[config.mk]
export PLATFORM = sky130hd
export DESIGN_NAME = frp_protect
export DESIGN_NICKNAME = d
export VERILOG_FILES = /design/src/verilog/frp_pkg.sv /design/src/verilog/frp_pw_if.sv /design/src/verilog/frp_pw_store.sv /design/src/verilog/frp_protect.sv
export SDC_FILE = /design/constraint.sdc
export NUM_CORES = 1
export LEC_CHECK = 0
export BUFFER_PORTS_ARGS = -buffer_cell sky130_fd_sc_hd__buf_2
export CAP_MARGIN = 20
export CORE_MARGIN = 3
export CORE_UTILIZATION = 54
export DETAILED_ROUTE_END_ITERATION = 8
export PLACE_DENSITY_LB_ADDON = 0.1
export SLEW_MARGIN = 20
export SYNTH_ARGS = -nofsm -noshare
export SYNTH_HDL_FRONTEND = slang
export SYNTH_SLANG_ARGS = --single-unit
[constraint.sdc]
create_clock -name clk -period 3.91 [get_ports clk]
set_input_delay 0.782 -clock clk [delete_from_list [all_inputs] [get_ports clk]]
set_output_delay 0.782 -clock clk [all_outputs]
set_load 0.05 [all_outputs]
[src/verilog/frp_pkg.sv]
// Purpose: shared constants and types for flash read-out/write protection
// Assumes: single clock, asynchronous active-high reset
// Notes:   password storage is modelled as a small word that reset clears to FRP_PW_RESET
package frp_pkg;

  localparam int unsigned FRP_PW_W     = 8;
  localparam int unsigned FRP_PW_MSB   = FRP_PW_W - 1;
  localparam int unsigned FRP_ADDR_W   = 16;
  localparam int unsigned FRP_DATA_W   = 8;
  localparam int unsigned FRP_BOOT_MODE_W  = 4;
  localparam logic [3:0]  FRP_BOOT_MODE_PW = 4'h6;
  localparam logic [7:0]  FRP_PW_RESET  = 8'h00;
  localparam int unsigned FRP_ERASE_CYC = 4;
  localparam logic [1:0]  FRP_OP_READ  = 2'h0;
  localparam logic [1:0]  FRP_OP_PROG  = 2'h1;
  localparam logic [1:0]  FRP_OP_ERASE = 2'h2;

  // code / target regions
  typedef enum logic [1:0] {
    FRP_REG_BOOT = 2'b00,
    FRP_REG_PFL  = 2'b01,
    FRP_REG_DFL  = 2'b10,
    FRP_REG_RAM  = 2'b11
  } frp_region_t;

  typedef enum logic [1:0] {
    FRP_ST_IDLE  = 2'b00,
    FRP_ST_ERASE = 2'b01,
    FRP_ST_DONE  = 2'b10
  } frp_state_t;

endpackage

[src/verilog/frp_pw_if.sv]
`timescale 1ns/1ns
// Purpose: link between protection logic and password store
// Assumes: one write port, registered read
// Notes:   none
interface frp_pw_if;
  logic       wr;
  logic       clr;
  logic [7:0] wdata;
  logic [7:0] rdata;
  logic       valid;
  modport ctrl  (output wr, output clr, output wdata, input rdata, input valid);
  modport store (input wr, input clr, input wdata, output rdata, output valid);
endinterface

[src/verilog/frp_pw_store.sv]
`timescale 1ns/1ns
// Purpose: password word and its valid flag, read data registered
// Assumes: clear has priority only when no write in same cycle
// Notes:   none
module frp_pw_store (
  // clock and reset
  input wire logic clk,
  input wire logic rst,
  // password port
  frp_pw_if.store  pw
);
  import frp_pkg::*;

  logic [7:0] word_reg, word_next;
  logic       val_reg, val_next;

  always_comb begin
    word_next = word_reg;
    val_next  = val_reg;
    if (pw.wr) begin
      word_next = pw.wdata;
      val_next  = 1'b1;
    end else if (pw.clr) begin
      word_next = FRP_PW_RESET;
      val_next  = 1'b0;
    end
  end

  always_ff @(posedge clk or posedge rst) begin
    if (rst) begin
      word_reg <= FRP_PW_RESET;
      val_reg  <= 1'b0;
    end else begin
      word_reg <= word_next;
      val_reg  <= val_next;
    end
  end

  assign pw.rdata = word_reg;
  assign pw.valid = val_reg;
endmodule

[src/verilog/frp_protect.sv]
`timescale 1ns/1ns
// Purpose: gate core read/program/erase requests to the two flash banks
// Assumes: requests are one-cycle pulses synchronous to clk
// Notes:   unlock takes effect at the following reset

module frp_protect (
  // clock and reset
  input  wire logic                             clk,
  input  wire logic                             rst,
  // core access request
  input  wire logic                             req_valid,
  input  wire logic [1:0]                       req_op,
  input  wire frp_pkg::frp_region_t             req_target,
  input  wire frp_pkg::frp_region_t             req_code,
  input  wire logic                             req_external,
  // boot loader password port
  input  wire logic                             boot_loader_valid,
  input  wire logic [frp_pkg::FRP_BOOT_MODE_W-1:0] boot_loader_mode,
  input  wire logic [frp_pkg::FRP_PW_W-1:0]     boot_loader_pw,
  // miscellaneous_control enable bit set pulse
  input  wire logic                             data_bank_erase_enable_set,
  // flash bank side
  output logic                                  flash_valid,
  output logic [1:0]                            flash_op,
  output frp_pkg::frp_region_t                  flash_bank,
  output logic                                  flash_erase_pfl,
  output logic                                  flash_erase_dfl,
  // status
  output logic                                  req_denied,
  output logic                                  protect_active,
  output logic                                  protect_mode,
  output logic                                  pw_match,
  output logic                                  data_bank_erase_enable
);
  import frp_pkg::*;

  frp_pw_if pw ();

  frp_pw_store u_store (
    .clk (clk),
    .rst (rst),
    .pw  (pw)
  );

  // ************************************
  // access decision
  // ************************************
  function automatic logic allow_fn(input logic act, input logic mode, input logic [1:0] op,
                                     input frp_region_t tgt, input frp_region_t code,
                                     input logic ext, input logic den);
    logic ok;
    logic from_flash;
    ok = 1'b1;
    from_flash = (code == FRP_REG_PFL) || (code == FRP_REG_DFL);
    if (tgt == FRP_REG_BOOT && ext)
      ok = 1'b0;
    else if (act) begin
      if (op == FRP_OP_READ) begin
        if (!mode)
          ok = (tgt == FRP_REG_PFL) ? (code == FRP_REG_PFL) : 1'b1;
        else if (tgt == FRP_REG_PFL || tgt == FRP_REG_DFL)
          ok = from_flash;
      end else begin
        if (tgt == FRP_REG_PFL)
          ok = 1'b0;
        else if (tgt == FRP_REG_DFL && mode)
          ok = 1'b0;
        else if (tgt == FRP_REG_DFL && op == FRP_OP_ERASE)
          ok = den;
      end
    end
    return ok;
  endfunction

  // ************************************
  // state
  // ************************************
  frp_state_t st_reg, st_next;
  logic       act_reg, act_next;
  logic       unl_reg, unl_next;
  logic       den_reg, den_next;
  logic [2:0] cnt_reg, cnt_next;
  logic       mode_reg, mode_next;
  logic       allow;
  logic       grant;
  logic       pw_cmd;
  logic       mode;

  // mode held apart from the store, so an unlock cannot weaken it before reset
  assign mode   = mode_reg;
  assign pw_cmd = boot_loader_valid && (boot_loader_mode == FRP_BOOT_MODE_PW);
  assign allow  = allow_fn(act_reg, mode, req_op, req_target, req_code, req_external,
                           den_reg);
  assign grant  = req_valid && allow && (st_reg != FRP_ST_ERASE);

  always_comb begin
    st_next  = st_reg;
    act_next = act_reg;
    unl_next = unl_reg;
    den_next = den_reg;
    cnt_next = cnt_reg;
    mode_next = mode_reg;
    pw.wr    = 1'b0;
    pw.clr   = 1'b0;
    pw.wdata = boot_loader_pw;
    if (grant && req_target == FRP_REG_DFL && req_op == FRP_OP_ERASE)
      den_next = 1'b0;
    // set wins over a same-cycle erase
    if (data_bank_erase_enable_set)
      den_next = 1'b1;
    case (st_reg)
      FRP_ST_IDLE: begin
        if (pw_cmd && !unl_reg) begin
          if (!pw.valid) begin
            pw.wr    = 1'b1;
            act_next = 1'b1;
            mode_next = boot_loader_pw[FRP_PW_MSB];
          end else if (boot_loader_pw == pw.rdata) begin
            st_next  = FRP_ST_ERASE;
            cnt_next = 3'(FRP_ERASE_CYC - 1);
          end
        end
      end
      FRP_ST_ERASE: begin
        if (cnt_reg == 3'h0) begin
          pw.clr   = 1'b1;
          unl_next = 1'b1;
          st_next  = FRP_ST_DONE;
        end else begin
          cnt_next = cnt_reg - 3'h1;
        end
      end
      FRP_ST_DONE: begin
        st_next = FRP_ST_DONE;
      end
      default: st_next = FRP_ST_IDLE;
    endcase
  end

  always_ff @(posedge clk or posedge rst) begin
    if (rst) begin
      st_reg  <= FRP_ST_IDLE;
      unl_reg <= 1'b0;
      den_reg <= 1'b0;
      cnt_reg <= 3'h0;
      mode_reg <= 1'b0;
    end else begin
      st_reg  <= st_next;
      unl_reg <= unl_next;
      den_reg <= den_next;
      cnt_reg <= cnt_next;
      mode_reg <= mode_next;
    end
  end

  // protection state follows stored password after reset
  logic rst_seen_reg;
  always_ff @(posedge clk or posedge rst) begin
    if (rst) begin
      act_reg      <= 1'b0;
      rst_seen_reg <= 1'b0;
    end else begin
      rst_seen_reg <= 1'b1;
      if (!rst_seen_reg)
        act_reg <= pw.valid || act_next;
      else
        act_reg <= act_next;
    end
  end

  // ************************************
  // flash side outputs
  // ************************************
  logic       fv_reg, ep_reg, ed_reg, dn_reg;
  logic [1:0] fo_reg;
  frp_region_t fb_reg;
  logic       erase_go;

  assign erase_go = (st_reg == FRP_ST_ERASE) && (cnt_reg == 3'(FRP_ERASE_CYC - 1));

  always_ff @(posedge clk or posedge rst) begin
    if (rst) begin
      fv_reg <= 1'b0;
      fo_reg <= FRP_OP_READ;
      fb_reg <= FRP_REG_BOOT;
      ep_reg <= 1'b0;
      ed_reg <= 1'b0;
      dn_reg <= 1'b0;
    end else begin
      fv_reg <= grant;
      fo_reg <= req_op;
      fb_reg <= req_target;
      dn_reg <= req_valid && !allow;
      ep_reg <= erase_go;
      ed_reg <= erase_go && mode;
    end
  end

  assign flash_valid            = fv_reg;
  assign flash_op               = fo_reg;
  assign flash_bank             = fb_reg;
  assign flash_erase_pfl        = ep_reg;
  assign flash_erase_dfl        = ed_reg;
  assign req_denied             = dn_reg;
  assign protect_active         = act_reg;
  assign protect_mode           = mode;
  assign pw_match               = (st_reg == FRP_ST_ERASE);
  assign data_bank_erase_enable = den_reg;

  // ************************************
  // checks
  // ************************************
  a_boot_never_out: assert property (@(posedge clk) disable iff (rst)
    req_valid && req_external && req_target == FRP_REG_BOOT |=> !flash_valid && req_denied)
    else $error("external boot read passed");
  a_pfl_no_write: assert property (@(posedge clk) disable iff (rst)
    req_valid && act_reg && req_op != FRP_OP_READ && req_target == FRP_REG_PFL
    |=> !flash_valid)
    else $error("program bank write passed");
  a_mode1_dfl_ro: assert property (@(posedge clk) disable iff (rst)
    req_valid && act_reg && mode && req_op != FRP_OP_READ && req_target == FRP_REG_DFL
    |=> req_denied)
    else $error("data bank write in mode 1");
  a_mode0_pfl_rd: assert property (@(posedge clk) disable iff (rst)
    req_valid && act_reg && !mode && req_op == FRP_OP_READ && req_target == FRP_REG_PFL
    && req_code != FRP_REG_PFL |=> req_denied)
    else $error("program read from outside");
  a_mode0_dfl_rd: assert property (@(posedge clk) disable iff (rst)
    req_valid && !req_external && !mode && req_op == FRP_OP_READ
    && req_target == FRP_REG_DFL |=> !req_denied)
    else $error("data read refused in mode 0");
  a_den_needed: assert property (@(posedge clk) disable iff (rst)
    req_valid && act_reg && !mode && req_op == FRP_OP_ERASE && req_target == FRP_REG_DFL
    && !den_reg |=> req_denied)
    else $error("erase without enable");
  a_match_erase: assert property (@(posedge clk) disable iff (rst)
    $rose(pw_match) |=> flash_erase_pfl ##[1:6] !pw.valid)
    else $error("match did not erase");
  a_erase_banks: assert property (@(posedge clk) disable iff (rst)
    flash_erase_dfl |-> flash_erase_pfl && mode)
    else $error("wrong erase banks");
  a_lock_holds: assert property (@(posedge clk) disable iff (rst)
    act_reg && st_reg != FRP_ST_IDLE |=> act_reg)
    else $error("protection dropped before reset");
  a_active_by_pw: assert property (@(posedge clk) disable iff (rst)
    $rose(act_reg) |-> $past(pw_cmd))
    else $error("protection on without password write");
  a_mode_from_pw: assert property (@(posedge clk) disable iff (rst)
    pw.wr |=> protect_mode == $past(boot_loader_pw[FRP_PW_MSB]))
    else $error("mode not taken from password top bit");
  a_mode0_dfl_prog: assert property (@(posedge clk) disable iff (rst)
    req_valid && act_reg && !mode && req_op == FRP_OP_PROG && req_target == FRP_REG_DFL
    && st_reg == FRP_ST_IDLE |=> flash_valid)
    else $error("data bank program refused in mode 0");
  a_mode1_reads: assert property (@(posedge clk) disable iff (rst)
    req_valid && act_reg && mode && req_op == FRP_OP_READ
    && (req_target == FRP_REG_PFL || req_target == FRP_REG_DFL)
    && req_code != FRP_REG_PFL && req_code != FRP_REG_DFL |=> req_denied)
    else $error("bank read from outside flash in mode 1");
  a_match_starts: assert property (@(posedge clk) disable iff (rst)
    st_reg == FRP_ST_IDLE && pw_cmd && pw.valid && !unl_reg
    && boot_loader_pw == pw.rdata |=> pw_match)
    else $error("matching password did not unlock");
  a_mismatch_idle: assert property (@(posedge clk) disable iff (rst)
    st_reg == FRP_ST_IDLE && pw_cmd && pw.valid
    && boot_loader_pw != pw.rdata |=> !pw_match)
    else $error("wrong password started unlock");
  a_erase_dfl_m1: assert property (@(posedge clk) disable iff (rst)
    $rose(pw_match) && mode |=> flash_erase_dfl)
    else $error("mode 1 unlock kept data bank");
  a_denied_dropped: assert property (@(posedge clk) disable iff (rst)
    req_valid && !allow |=> !flash_valid)
    else $error("refused request reached flash");
endmodule

Word-level counts from Yosys, hierarchy flattened
Index checks and enable logic that the tools add are counted.

Flip-flop bits (word level): 27. Logic and storage cells: 95.

Add/sub/neg operators: 1. Reduce and logical (&&, ||, !) cells: 28. Equal/unequal tests: 16. Mux-type cells: 34. Bitwise gates (word level): 1.

Operator list (number): $mux W1 (22); $mux W8 (2); $logic_and A1 B1 Y1 (12); $mux W3 (4); $eq A2 B2 Y1 const B (4); $eq A8 B8 Y1 (1); $mux W2 (4); $eq A2 B1 Y1 const B (3); $logic_not A2 Y1 (3); $ne A2 B1 Y1 const B (3); $ne A2 B2 Y1 const B (3); $pmux W2 S3 (1); $pmux W3 S2 (1); $reduce_bool A2 Y1 (3); $reduce_and A5 Y1 (1); $eq A4 B3 Y1 const B (1); $reduce_and A4 Y1 (1); $eq A3 B2 Y1 const B (1); $logic_not A3 Y1 (1); $logic_or A1 B1 Y1 (3); $reduce_and A3 Y1 (1); $sub A3 B1 Y3 const B (1); $logic_not A1 Y1 (2); $reduce_and A2 Y1 (1); $not A1 Y1 (1).

Depth between registers and ports, before layout
Depth after elaboration: 14. Mapped depth: 7. Mapped depth without buffers: 7.

Modules after synthesis
From an unflattened synthesis, not the netlist that was laid out.

Cell total of the unflattened synthesis: 125. Area, all modules: 1366.3 um^2.

By module, submodules not included: frp_protect (cells an instance 93, instances 1, area each 1007.2 um^2); frp_pw_store (cells an instance 32, instances 1, area each 359.1 um^2).

Worst setup path after synthesis
No wires, ideal clock.

Kind: in2reg. Start point: in boot_loader_mode[0] (netlist name). End point: reg cnt_reg[0]. Arrival: 1834 ps. Stages: 5. Slack: 1956 ps. Path through: and4bb_1 -> nand4_2 -> o31ai_4 -> a21oi_1 -> a31o_1.

Word-level cells in the longest chain between the ends: 5.

RTL lines: start, declared (RTL line frp_protect.sv:18) `input wire logic [frp_pkg::FRP_BOOT_MODE_W-1:0] boot_loader_mode,`; $eq A4 B3 Y1 (RTL line frp_protect.sv:91) `assign pw_cmd = boot_loader_valid && (boot_loader_mode == FRP_BOOT_MODE_PW);`; $logic_and A1 B1 Y1 (RTL line frp_protect.sv:91); $logic_and A1 B1 Y1 (RTL line frp_protect.sv:113) `if (pw_cmd && !unl_reg) begin`; $ne A2 B2 Y1 (no line); $reduce_and A5 Y1 (no line); end signal, assigned (RTL line frp_protect.sv:151) `cnt_reg <= cnt_next;`; end, declared (RTL line frp_protect.sv:82) `logic [2:0] cnt_reg, cnt_next;`.

No other way between the ends. A chain may end at the register's enable or synchronous reset.

Worst setup path in the final report
Start point: reg st_reg[1]. End point: out pw_match.

Word-level cells in the longest chain between the ends: 1.

RTL lines: start, declared (RTL line frp_protect.sv:78) `frp_state_t st_reg, st_next;`; start signal, assigned (RTL line frp_protect.sv:148) `st_reg <= st_next;`; $eq A2 B1 Y1 (RTL line frp_protect.sv:207) `assign pw_match = (st_reg == FRP_ST_ERASE);`; end, declared (RTL line frp_protect.sv:32) `output logic pw_match,`.

No other way between the ends.

==> flow_summary.yaml <==
detailed_routing:
  highest-signal-layer: "met4"
  drc: 0
  met3_wirelength_um: 133
  drtIter0Drc: 12
  wl_met2_um: 1320
  routed_via_density: 5.24
  final_antenna_net_count: 0
  vias: 1042
  wl_per_cell_um: 12.5
  met1_length_um: 1020
  dr.pass1.iters: 4
  totalWireLength_um: 2490
clocking:
  clk_latency_ns: 0.32
  htree_levels: 1
  clockBufferDepth: 2
  hold_buffers: 0
  clkSlewWorstSetupHoldPaths_ns: 0.15
  cts_tree: "built"
  cts-root-buf: "clkbuf_4"
  cts.sinks: 27
  ctsResizeCount: 0
  post_cts_buffers: 0
  tritoncts.num_buffers: 3
layout:
  final_cell_mix: "buf_2, dfrtp_1, inv_1, o21ai_0"
  post-route-cell-area_um2: 1590
  layout-drive-gt1-share: 0.251
  final_nets: 205
  syn_to_final_growth_pct: 18.5
  final_common_cell: "buf_2"
  largest_reg_flops: 8
  antenna_cells: 0
setup_path:
  crit_chain: "inv_1, ha_1, buf_2"
  endpoint_kind: "primary output"
  cp.arrival_ns: 1.30
  start_kind: "flop"
  path_delay_family: "flip-flops"
  cp_num_buf_inv: 2
  r2r_slack_ns: 1.99
  cp_slowest_cell: "dfrtp_1"
  critPathMaxStageDelay_ns: 0.38
  cp_max_fo: 5
  path_class: "flop to primary output"
  worst_ep_required_time_ns: 3.13
grt:
  grt_first_pass_wirelength_um: 4430
  grt_remaining_overflow: 0
  gr-usage-all-layers: 0.176
  grt_pass1_vias: 1041
  antenna_found_initial: 0
  grt_max_degree: 28
timing:
  fin_crit_sh: 0.533
  tns_ns: 0
  drv_slew: 0
  slew_headroom: 0.532
  timing.fmax_ghz: 0.480
  finalCriticalPeriod_ns: 2.08
  worst_slew_pin_slew_ns: 0.698
  fin_skew_ns: 0.00757
  rsz0062_at_grt: "false"
  hold_viol: 0
  finalSetupViolations: 0
die:
  fp.coreArea_um2: 2280
  die_w_um: 55.8
  initial_core_util: 0.589
  io-pin-count: 36
  fp.dieH_um: 55.8
  dieArea_um2: 3120
  rows: 17
yosys:
  synthArstFlopShare: 1.00
  ys_ff_latch: 27
  synth_cell_types: 33
  synth_largest_area_cell: "dfrtp_1"
  netlist_instances: 133
  avgSynthCellArea_um2: 10.1
  ys_warn_count: 0
  ys_seq_area_frac: 0.504
  mappedNetlistArea_um2: 1340
  synth_edf_count: 0
  synth_top_area_frac: 0.504
  synth_top_flop_cell: "dfrtp_1"
  synth_nets: 166
  synth_area_leaders: "dfrtp_1, ha_1, inv_1"
power:
  vdd.ir_drop.worst_uv: 223
  total_power_uw: 464
  p_leak_nw: 0.850
  p_per_area_nw_per_um2: 292
status:
  outcome: "completed"
place:
  place_congestion: 0.780
  placed_area_um2: 1540
  io_buffer_count: 35
  dp_hpwl_um: 1920
job:
  max_cap_violations: 0
hold_path:
  min-delay-path-class: "input port to asynchronous set/reset pin"
routing by layer:
metal,vias up,global-route usage
li1,523,-
met3,2,0.0302
met2,27,0.316
met4,0,0.0678
met5,-,0
met1,490,0.207
worst reg2reg max path: cells and delay by family (launching register included):
| family | cells | cell delay [ns] |
|---|---|---|
| and+or+nand+nor | 2 | 0.89 |
| DFF | 1 | 0.43 |
| adders and majority gates | 1 | 0.30 |
| AOI/OAI and AO/OA | 1 | 0.11 |
| buffers and inverters | 1 | 0.07 |
final timing paths:
| path | start | endpoint | cells past startpoint |
|---|---|---|---|
| hold / removal | rst | flash_bank[1] | 2 |
| max in group asynchronous | rst | flash_erase_pfl | 3 |
| setup / recovery | st_reg[1] | pw_match | 3 |
| hold reg to reg | unl_reg | unl_reg | 1 |
| min in group clk | unl_reg | unl_reg | 1 |
| setup reg to reg | st_reg[0] | u_store.pw.rdata[2] | 5 |
cell families (layout without fill, tap and decap cells):
kind of cell	count (synthesis)	after routing	share of synthesized area
buffers and inverters	22	60	0.0616
XOR/XNOR	8	8	0.0523
flip-flops	27	27	0.504
AND/OR/NAND/NOR	39	39	0.160
other	1	1	0.00280
adder cells (fa/ha/maj)	9	9	0.0840
AO/OA/AOI/OAI	27	27	0.135
area by class of cell:
cell class / count / area (um^2)
Clock buffer: 3 / 22.5
Fill cell: 191 / 688
Timing Repair Buffer: 36 / 190
Clock inverter: 1 / 7.51
Sequential cell: 27 / 676
Tap cell: 28 / 35.0
Inverter: 20 / 75.1
Multi-Input combinational cell: 84 / 582
report_power, final:
part / switching (mW) / leakage, nW / internal, mW
combinational: 0.0356 / 0.509 / 0.0211
clock: 0.0833 / 0.0139 / 0.0391
sequential: 0.000998 / 0.327 / 0.284
cell usage after synthesis (all sizes together) (2+ instances only):
cell	n
xnor2	8
clkbuf	2
nand3	9
a21oi	4
inv	20
ha	9
dfrtp	27
nor2	8
nand2	7
and3	3
a31o	2
nand4	3
o22a	2
o21ai	12
per-stage QoR:
step / hold WS, ns / setup WS, ns / util / instances
2_1_floorplan: 0.426 / 1.96 / - / 133
3_3_place_gp: 0.445 / 1.69 / 0.678 / 194
3_5_place_dp: 0.446 / 1.60 / 0.678 / 194
4_1_cts: 0.483 / 1.82 / 0.691 / 198
5_1_grt: 0.408 / 1.69 / 0.698 / 199
6_report: 0.398 / 1.83 / 0.698 / 199
(Power assumes the default switching activity.)
